### src/rtl/dqe_pkg.sv
package dqe_pkg;

  // ----------------------------------------------------------------
  // register map (byte addresses)
  // ----------------------------------------------------------------
  localparam logic [7:0] QES_LO_OFS   = 8'h00;
  localparam logic [7:0] QES_HI_OFS   = 8'h04;
  localparam logic [7:0] QFC_LO_OFS   = 8'h08;
  localparam logic [7:0] QFC_HI_OFS   = 8'h0c;
  localparam logic [7:0] IEN_LO_OFS   = 8'h10;
  localparam logic [7:0] IEN_HI_OFS   = 8'h14;
  localparam logic [7:0] IES_LO_OFS   = 8'h18;
  localparam logic [7:0] IES_HI_OFS   = 8'h1c;
  localparam logic [7:0] IED_LO_OFS   = 8'h20;
  localparam logic [7:0] IED_HI_OFS   = 8'h24;
  localparam logic [7:0] IST_LO_OFS   = 8'h28;
  localparam logic [7:0] IST_HI_OFS   = 8'h2c;
  localparam logic [7:0] IMSK_LO_OFS  = 8'h30;
  localparam logic [7:0] IMSK_HI_OFS  = 8'h34;

  // ----------------------------------------------------------------
  // reset values and sizes
  // ----------------------------------------------------------------
  localparam int          NCH        = 64;
  localparam logic [63:0] BITS_RST   = 64'h0;
  localparam logic [31:0] RD_ZERO    = 32'h0;
  localparam logic [1:0]  RESP_OKAY  = 2'b00;
  localparam logic [1:0]  RESP_SLVERR = 2'b10;

  // event from the prioritiser side
  typedef struct packed {
    logic       valid;
    logic [5:0] chan;
  } dqe_evt_t;

  // queue retire report: null requests leave the flag for software
  typedef struct packed {
    logic       valid;
    logic [5:0] chan;
    logic       is_null;
  } dqe_retire_t;

endpackage : dqe_pkg

### src/rtl/dqe_bank.sv
`timescale 1ns/1ps

module dqe_bank
  import dqe_pkg::*;
(
  // clock and reset
  input  wire logic              aclk,
  input  wire logic              aresetn,
  // axi4-lite write address / data / response
  input  wire logic              s_axi_awvalid,
  output logic                   s_axi_awready,
  input  wire logic [7:0]        s_axi_awaddr,
  input  wire logic              s_axi_wvalid,
  output logic                   s_axi_wready,
  input  wire logic [31:0]       s_axi_wdata,
  input  wire logic [3:0]        s_axi_wstrb,
  output logic                   s_axi_bvalid,
  input  wire logic              s_axi_bready,
  output logic [1:0]             s_axi_bresp,
  // axi4-lite read
  input  wire logic              s_axi_arvalid,
  output logic                   s_axi_arready,
  input  wire logic [7:0]        s_axi_araddr,
  output logic                   s_axi_rvalid,
  input  wire logic              s_axi_rready,
  output logic [31:0]            s_axi_rdata,
  output logic [1:0]             s_axi_rresp,
  // queue side
  input  wire dqe_pkg::dqe_evt_t    trig_evt,
  output logic                      trig_accept,
  input  wire dqe_pkg::dqe_retire_t retire_evt,
  input  wire dqe_pkg::dqe_evt_t    done_code,
  output logic [63:0]               queued_event_status,
  output logic [63:0]               irq_enable,
  // interrupt
  output logic                   irq
);
  import dqe_pkg::*;

  // ----------------------------------------------------------------
  // axi4-lite slave
  // ----------------------------------------------------------------
  logic        aw_have_r;
  logic        aw_have_nxt;
  logic        w_have_r;
  logic        w_have_nxt;
  logic [7:0]  aw_addr_r;
  logic [7:0]  aw_addr_nxt;
  logic [31:0] w_data_r;
  logic [31:0] w_data_nxt;
  logic [3:0]  w_strb_r;
  logic [3:0]  w_strb_nxt;
  logic        bvalid_r;
  logic        bvalid_nxt;
  logic [1:0]  bresp_r;
  logic [1:0]  bresp_nxt;
  logic        rvalid_r;
  logic        rvalid_nxt;
  logic [31:0] rdata_r;
  logic [31:0] rdata_nxt;
  logic [1:0]  rresp_r;
  logic [1:0]  rresp_nxt;
  logic        wr_fire;
  logic        wr_hit;
  logic [31:0] wmask;

  logic [63:0] qflag_r;
  logic [63:0] qflag_nxt;
  logic [63:0] ien_r;
  logic [63:0] ien_nxt;
  logic [63:0] ist_r;
  logic [63:0] ist_nxt;
  logic [63:0] imsk_r;
  logic [63:0] imsk_nxt;

  // one-cycle strobes from register writes and queue events, nothing held
  logic [63:0] qclr_w;
  logic [63:0] iset_w;
  logic [63:0] idrop_w;
  logic [63:0] ist_clr_w;
  logic [63:0] retire_clr;
  logic [63:0] trig_set;
  logic [63:0] done_set;
  logic [63:0] imsk_wr_lo;
  logic [63:0] imsk_wr_hi;

  assign s_axi_awready = !aw_have_r && !bvalid_r;
  assign s_axi_wready  = !w_have_r && !bvalid_r;
  assign s_axi_bvalid  = bvalid_r;
  assign s_axi_bresp   = bresp_r;
  // one read in flight, no skid buffer behind arready
  assign s_axi_arready = !rvalid_r;
  assign s_axi_rvalid  = rvalid_r;
  assign s_axi_rdata   = rdata_r;
  assign s_axi_rresp   = rresp_r;

  assign wmask = {{8{w_strb_r[3]}}, {8{w_strb_r[2]}}, {8{w_strb_r[1]}}, {8{w_strb_r[0]}}};
  // no write acts while a response still waits
  assign wr_fire = aw_have_r && w_have_r && !bvalid_r;

  always_comb begin
    aw_have_nxt = aw_have_r;
    w_have_nxt  = w_have_r;
    aw_addr_nxt = aw_addr_r;
    w_data_nxt  = w_data_r;
    w_strb_nxt  = w_strb_r;
    bvalid_nxt  = bvalid_r;
    bresp_nxt   = bresp_r;
    if (s_axi_awvalid && s_axi_awready) begin
      aw_have_nxt = 1'b1;
      aw_addr_nxt = s_axi_awaddr;
    end
    if (s_axi_wvalid && s_axi_wready) begin
      w_have_nxt = 1'b1;
      w_data_nxt = s_axi_wdata;
      w_strb_nxt = s_axi_wstrb;
    end
    if (wr_fire) begin
      aw_have_nxt = 1'b0;
      w_have_nxt  = 1'b0;
      bvalid_nxt  = 1'b1;
      bresp_nxt   = wr_hit ? RESP_OKAY : RESP_SLVERR;
    end else if (bvalid_r && s_axi_bready) begin
      bvalid_nxt = 1'b0;
    end
  end

  // ----------------------------------------------------------------
  // write channel registers
  // ----------------------------------------------------------------
  always_ff @(posedge aclk) begin
    if (!aresetn) begin
      aw_have_r <= 1'b0;
      w_have_r  <= 1'b0;
      aw_addr_r <= 8'h00;
      w_data_r  <= RD_ZERO;
      w_strb_r  <= 4'h0;
      bvalid_r  <= 1'b0;
      bresp_r   <= RESP_OKAY;
    end else begin
      aw_have_r <= aw_have_nxt;
      w_have_r  <= w_have_nxt;
      aw_addr_r <= aw_addr_nxt;
      w_data_r  <= w_data_nxt;
      w_strb_r  <= w_strb_nxt;
      bvalid_r  <= bvalid_nxt;
      bresp_r   <= bresp_nxt;
    end
  end

  // ----------------------------------------------------------------
  // write decode
  // ----------------------------------------------------------------
  // queued-event status and enable words are not writable
  always_comb begin
    qclr_w     = BITS_RST;
    iset_w     = BITS_RST;
    idrop_w    = BITS_RST;
    ist_clr_w  = BITS_RST;
    imsk_wr_lo = BITS_RST;
    imsk_wr_hi = BITS_RST;
    wr_hit     = 1'b1;
    if (wr_fire) begin
      case ({aw_addr_r[7:2], 2'b00})
        QFC_LO_OFS:  qclr_w[31:0]      = w_data_r & wmask;
        QFC_HI_OFS:  qclr_w[63:32]     = w_data_r & wmask;
        IES_LO_OFS:  iset_w[31:0]      = w_data_r & wmask;
        IES_HI_OFS:  iset_w[63:32]     = w_data_r & wmask;
        IED_LO_OFS:  idrop_w[31:0]     = w_data_r & wmask;
        IED_HI_OFS:  idrop_w[63:32]    = w_data_r & wmask;
        IST_LO_OFS:  ist_clr_w[31:0]   = w_data_r & wmask;
        IST_HI_OFS:  ist_clr_w[63:32]  = w_data_r & wmask;
        IMSK_LO_OFS: imsk_wr_lo[31:0]  = wmask;
        IMSK_HI_OFS: imsk_wr_hi[63:32] = wmask;
        QES_LO_OFS, QES_HI_OFS, IEN_LO_OFS, IEN_HI_OFS: wr_hit = 1'b1;
        default:     wr_hit = 1'b0;
      endcase
    end
  end

  // ----------------------------------------------------------------
  // read path
  // ----------------------------------------------------------------
  always_comb begin
    rvalid_nxt = rvalid_r;
    rdata_nxt  = rdata_r;
    rresp_nxt  = rresp_r;
    if (s_axi_arvalid && s_axi_arready) begin
      rvalid_nxt = 1'b1;
      rresp_nxt  = RESP_OKAY;
      case ({s_axi_araddr[7:2], 2'b00})
        QES_LO_OFS:  rdata_nxt = qflag_r[31:0];
        QES_HI_OFS:  rdata_nxt = qflag_r[63:32];
        IEN_LO_OFS:  rdata_nxt = ien_r[31:0];
        IEN_HI_OFS:  rdata_nxt = ien_r[63:32];
        IST_LO_OFS:  rdata_nxt = ist_r[31:0];
        IST_HI_OFS:  rdata_nxt = ist_r[63:32];
        IMSK_LO_OFS: rdata_nxt = imsk_r[31:0];
        IMSK_HI_OFS: rdata_nxt = imsk_r[63:32];
        QFC_LO_OFS, QFC_HI_OFS, IES_LO_OFS, IES_HI_OFS,
        IED_LO_OFS, IED_HI_OFS: rdata_nxt = RD_ZERO;
        default: begin
          rdata_nxt = RD_ZERO;
          rresp_nxt = RESP_SLVERR;
        end
      endcase
    end else if (rvalid_r && s_axi_rready) begin
      rvalid_nxt = 1'b0;
    end
  end

  // ----------------------------------------------------------------
  // read channel registers
  // ----------------------------------------------------------------
  always_ff @(posedge aclk) begin
    if (!aresetn) begin
      rvalid_r  <= 1'b0;
      rdata_r   <= RD_ZERO;
      rresp_r   <= RESP_OKAY;
    end else begin
      rvalid_r  <= rvalid_nxt;
      rdata_r   <= rdata_nxt;
      rresp_r   <= rresp_nxt;
    end
  end

  // ----------------------------------------------------------------
  // queued flags, enables, completion status
  // ----------------------------------------------------------------
  // flagged channel refuses new events
  assign trig_accept = trig_evt.valid && !qflag_r[trig_evt.chan];

  always_comb begin
    trig_set   = BITS_RST;
    retire_clr = BITS_RST;
    done_set   = BITS_RST;
    if (trig_accept)
      trig_set[trig_evt.chan] = 1'b1;
    if (retire_evt.valid && !retire_evt.is_null)
      retire_clr[retire_evt.chan] = 1'b1;
    if (done_code.valid)
      done_set[done_code.chan] = 1'b1;
  end

  always_comb begin
    // held while queued; set wins over clear
    qflag_nxt = (qflag_r & ~qclr_w & ~retire_clr) | trig_set;
    // set wins over drop in same write cycle is moot: separate addresses
    ien_nxt   = (ien_r & ~idrop_w) | iset_w;
    ist_nxt   = (ist_r & ~ist_clr_w) | done_set;
    imsk_nxt  = (imsk_r & ~(imsk_wr_lo | imsk_wr_hi))
              | ({w_data_r, w_data_r} & (imsk_wr_lo | imsk_wr_hi));
  end

  always_ff @(posedge aclk) begin
    if (!aresetn) begin
      qflag_r   <= BITS_RST;
      ien_r     <= BITS_RST;
      ist_r     <= BITS_RST;
      imsk_r    <= BITS_RST;
    end else begin
      qflag_r   <= qflag_nxt;
      ien_r     <= ien_nxt;
      ist_r     <= ist_nxt;
      imsk_r    <= imsk_nxt;
    end
  end

  assign queued_event_status = qflag_r;
  assign irq_enable          = ien_r;

  // ----------------------------------------------------------------
  // interrupt output
  // ----------------------------------------------------------------
  // enabled, unmasked pending raises irq
  assign irq = |(ist_r & imsk_r & ien_r);

endmodule : dqe_bank

### config.mk
export PLATFORM = sky130hd
export DESIGN_NAME = dqe_bank
export DESIGN_NICKNAME = d
export VERILOG_FILES = /design/src/rtl/dqe_pkg.sv /design/src/rtl/dqe_bank.sv
export SDC_FILE = /design/constraint.sdc
export NUM_CORES = 1
export LEC_CHECK = 0
export ABC_AREA = 1
export BUFFER_PORTS_ARGS = -buffer_cell sky130_fd_sc_hd__clkbuf_2
export CAP_MARGIN = 10
export CORE_MARGIN = 2
export CORE_UTILIZATION = 58
export DETAILED_ROUTE_END_ITERATION = 12
export PLACE_DENSITY = 0.91
export SYNTH_ARGS = -nofsm -noshare
export SYNTH_HDL_FRONTEND = slang
export SYNTH_SLANG_ARGS = --single-unit
### constraint.sdc
create_clock -name aclk -period 2.4 [get_ports aclk]
set_input_delay 0.12 -clock aclk [delete_from_list [all_inputs] [get_ports aclk]]
set_output_delay 0.12 -clock aclk [all_outputs]
set_load 0.02 [all_outputs]
# Word level (Yosys, flattened, before mapping)

Cells that the tools add are included.

Bits in registers: 340
Latch bits: 0
RAM bits: 0
Memory bits (read-only): 0
Bits of input ports: 81
Output and inout port bits: 171
Logic and storage cells: 130
Memories kept: 0

Add/sub/neg operators: 0
$mul: 0
Divide/modulo/power cells: 0
$lt $le $gt $ge: 6
Eq/ne operators: 26
Shift operators: 0
Mux-type cells: 36
Bitwise gates (word level): 20
Reductions and logical operators: 28

Operators by type and width:

| kind                                                                          | number |
|---|---|
| 64-bit AND                                                                    | 8 |
| 64-bit 2-to-1 mux                                                             | 7 |
| 32-bit 2-to-1 mux                                                             | 12 |
| 64-bit inverter                                                               | 5 |
| 64-bit OR                                                                     | 4 |
| 32-bit case mux with 8 select lines                                           | 1 |
| 6-bit by 4-bit == test with 1-bit output (second input constant)              | 12 |
| 32-bit by 64-bit OR with 64-bit output                                        | 1 |
| 64-bit OR reduction                                                           | 1 |
| 6-bit by 3-bit == test with 1-bit output (second input constant)              | 8 |
| 32-bit AND                                                                    | 1 |
| 14-bit OR reduction                                                           | 2 |
| 6-bit by 2-bit == test with 1-bit output (second input constant)              | 4 |
| 6-bit by 7-bit less-than comparator with 1-bit output (second input constant) | 3 |
| 1-bit demux with 6-bit select                                                 | 3 |
| 6-bit by 1-bit >= comparator with 1-bit output (second input constant)        | 3 |
| 1-bit logical AND                                                             | 14 |
| 6-bit by 1-bit == test with 1-bit output (second input constant)              | 2 |
| 6-bit logical NOT                                                             | 2 |
| 1-bit 2-to-1 mux                                                              | 10 |
| 1-bit binary-select mux with 6-bit select                                     | 1 |
| 1-bit logical NOT                                                             | 6 |
| 2-bit 2-to-1 mux                                                              | 2 |
| 2-bit nonzero test                                                            | 2 |
| 2 further kinds                                                               | 2 |

# Logic depth before layout (Yosys ltp)

Depth after elaboration: 8
Gate-level depth with buffers: 15
Gate-level depth less buffers: 12

# Least setup slack after synthesis

No wires, ideal clock.

Path type: flip-flop to flip-flop
Start: register bvalid_r, in the netlist s_axi_bvalid
End: register (tool-made name)
Setup time: 0.128 ns
Arrival time: 1.623 ns
Data required time: 2.272 ns
Setup slack: 0.650 ns
Stages on the path, launching flop included: 10
Path buffers: 1
Clock period less this slack: 1.750 ns
Cell sequence: dfxtp_1 nor2_1 nand2_1 nor2_2 inv_1 nor2_1 inv_1 clkbuf_1 o21ai_0 a21oi_1

RTL lines:

| what                     | RTL line        | source |
|---|---|---|
| start: declaration       | dqe_bank.sv:53  | `logic bvalid_r;` |
| start signal: assignment | dqe_bank.sv:146 | `bvalid_r <= bvalid_nxt;` |

==> metrics.txt <==
leak pwr=about 0.0076 uW; WP data required=approximately 2800 ps; status=finished clean; via count of the routed design=around 20000; number of buffers created by CTS=37; Tcrit/Tclk final=between 90 and 100%; tightest slew margin relative to the limit=between 30% and 40%; largest buffer count on any clock path=3; die outline width=176 um; nature of the critical path startpoint=flop; fraction of registers with async set or reset after synthesis=0%; Max Freq=roughly 430 MHz; mean instance size in the synthesized netlist=between 7 and 8 sq um; arrival time reported for the critical path endpoint=about 2700 ps; CTS tree=built; # port buffers=between 200 and 250; flops & latches, synth=about 340; routed wire length per instance=23.1 um; Final min period=between 2000 and 2500 ps; DIE AREA=~31000 sq um; total clock sinks=between 300 and 400; leading register cell type out of synthesis=sky130_fd_sc_hd__dfxtp_1; count of pins over their slew limit=0; final weighted congestion of routability-driven global placement=between 1 and 1.5; vias in the first global route=18400; most frequent cells after synthesis=sky130_fd_sc_hd__nand2_1 (381), sky130_fd_sc_hd__dfxtp_1 (336), sky130_fd_sc_hd__inv_1 (319); clk_skew=around 27 ps; sequential fraction of design power=45.8%; number of H-tree branching levels=2; post-synthesis cell type count=35; cell count after synthesis=around 2400; Post-Layout Inst Area=~20000 sq um; switching power total=3330 uW; number of failing setup endpoints in the final timing report=0; maximum fanout encountered on the critical timing path=15; proportion of synthesized chip area in sequential cells=between 30% and 40%; antenna-violating nets left=0; type of element capturing the critical path=flop; Core ar.=just under 30000 sq um; proportion of layout cells with a drive suffix above 1=between 15 and 20%; final-layout worst hold slack=between 30 and 40 ps; CTS clk-pin slew, worst paths=roughly 70 ps; IO Pins=around 250; clk_lat worst skew=roughly 530 ps; pin count of the biggest net entering global routing=roughly 110; number of warnings printed during yosys synthesis=0; power share of the clock group=45.3%; library cell occupying the most area in the post-synthesis netlist=sky130_fd_sc_hd__dfxtp_1; area of placed instances=approximately 19000 sq um; synth-to-layout area growth=19.8%; final hold viol count=0; via density per instance=~6.4; max-cap viol count=0; ranking of synthesized cells by area=sky130_fd_sc_hd__dfxtp_1 (39%), sky130_fd_sc_hd__nand2_1 (8.4%), sky130_fd_sc_hd__o21ai_0 (7.2%); number of DRC violations after detailed routing=0; EDFF count, synth=0; global-route congestion overflow total=0; P_int=approximately 9300 uW; Initial Util=59.2%; Filler Cells Inserted=about 2300; worst setup slack before clock tree synthesis=105 ps; crit path setup slack, layout=about 72 ps; type of the tightest min-delay check=in -> reg; worst setup path category=reg -> reg; count of nets after finishing=2772; switching share of power=a little over a quarter; RSZ-0062 raised after global routing=true; R2R Setup Slk=70 ps; height of the die=~180 um; pwr/cell area=617 nW/um^2; most common cell in the synthesized netlist=sky130_fd_sc_hd__nand2_1; initial antenna violation count=1; site row count=62; area fraction of the dominant cell type after synthesis=39.4%; post-synth design cell area=about 17000 sq um; highest ir drop seen on vdd=around 0.00064 V; Least-Margin Pin Slew=roughly 1000 ps; Detailed Route Iter0 Violations=around 2600; clock root cell=sky130_fd_sc_hd__clkbuf_16; final setup TNS=0 ps; half-perimeter wire length of the detailed placement result=approximately 51000 um; length of the first detailed-routing pass in iterations=6; total wirelength of the detailed-routed design=71600 um; relative contribution of combinational cells to total power=9.0%; wire length of the first global-routing pass=106000 um; global-route total usage across every layer=44.8%; Power Total=about 13000 uW
[cells in the final DEF, fill, tap and decap left out, types with 5 or more instances in the layout]
master,instances
sky130_fd_sc_hd__buf_12,8
sky130_fd_sc_hd__o21ai_0,245
sky130_fd_sc_hd__o211ai_1,5
sky130_fd_sc_hd__nand3_2,62
sky130_fd_sc_hd__clkbuf_2,245
sky130_fd_sc_hd__nand2_1,381
sky130_fd_sc_hd__nor3_1,51
sky130_fd_sc_hd__clkbuf_1,6
sky130_fd_sc_hd__buf_4,73
sky130_fd_sc_hd__a22oi_1,12
sky130_fd_sc_hd__a21oi_1,244
sky130_fd_sc_hd__dlygate4sd3_1,47
sky130_fd_sc_hd__nor4_1,14
sky130_fd_sc_hd__nor2_1,214
sky130_fd_sc_hd__inv_1,318
sky130_fd_sc_hd__clkbuf_16,37
sky130_fd_sc_hd__nand4_1,36
sky130_fd_sc_hd__dfxtp_1,336
sky130_fd_sc_hd__a21oi_2,60
sky130_fd_sc_hd__clkinv_2,7
sky130_fd_sc_hd__nand3_1,118
sky130_fd_sc_hd__o221ai_1,64
sky130_fd_sc_hd__o22ai_1,86
[worst max-delay path, stage by stage, from the launching register on]
cell and delay [ps]:
sky130_fd_sc_hd__dfxtp_1 340, sky130_fd_sc_hd__inv_1 70, sky130_fd_sc_hd__nor2_1 160, sky130_fd_sc_hd__nand2_1 280
sky130_fd_sc_hd__nor2_2 460, sky130_fd_sc_hd__inv_1 110, sky130_fd_sc_hd__nor2_1 140, sky130_fd_sc_hd__inv_1 230
sky130_fd_sc_hd__o21ai_0 300, sky130_fd_sc_hd__a21oi_1 90
[power by group through the flow]
stage | Sequential [uW] | Combinational, uW | Clock, uW
5_1_grt | 5780 | 1200 | 5920
2_1_floorplan | 5870 | 654 | 0
4_1_cts | 5760 | 1070 | 5650
6_report | 5770 | 1130 | 5710
3_5_place_dp | 5890 | 999 | 0
3_3_place_gp | 5880 | 976 | 0
[layer usage]
| layer | wire length (um) | track usage [%] |
|---|---|---|
| met1 | 25700 | 54.5 |
| met5 | 0 | 0 |
| met3 | 7900 | 9.16 |
| met2 | 32400 | 72.1 |
| met4 | 5630 | 28.9 |
[area by class of cell]
class,count,area [sq um],area share (%)
diodes,1,2.50,0.0122
clock buffers,47,1000,4.91
clock inverters,15,169,0.826
inverters,322,1210,5.94
multi-input cells,1621,8450,41.3
flip-flops and latches,336,6730,32.9
well taps,384,480,2.35
repair buffers,373,2400,11.8
[stage by stage]
stage          util (%)  std cells
6_report           70.9       3099
5_1_grt            70.9       3099
4_1_cts            70.8       3098
3_5_place_dp       65.1       2989
2_1_floorplan         -       2419
3_3_place_gp       65.1       2989
[kinds of logic (layout without fill, tap and decap cells)]
logic type / count (synthesis) / in the layout / synth area share (%)
AOI/OAI and AO/OA: 726 / 726 / 25.0
buffers and inverters: 462 / 757 / 11.4
DFF: 336 / 336 / 39.4
other: 1 / 3 / 0.0220
and+or+nand+nor: 893 / 893 / 24.2
[what timing repair did]
item                                   4_1_cts  5_1_grt
hold buffers                                47        0
buffers inserted                             0        0
endpoints found under the hold margin       45        0
setup endpoints to repair                    0        9
resized for setup                            0        5
[path summary, 6_finish.rpt]
| kind | startpoint | endpoint | cells after the start |
|---|---|---|---|
| worst min register to register | s_axi_rdata[4]$_SDFFE_PN0P_ | s_axi_rdata[4]$_SDFFE_PN0P_ | 2 |
| worst max register to register | w_have_r$_SDFFE_PP0P_ | flop | 9 |
| worst min-delay path | done_code[0] | ist_r[52]$_SDFF_PN0_ | 4 |
| worst max-delay path | w_have_r$_SDFFE_PP0P_ | flop | 9 |
Power figures use the tool's default switching activity.
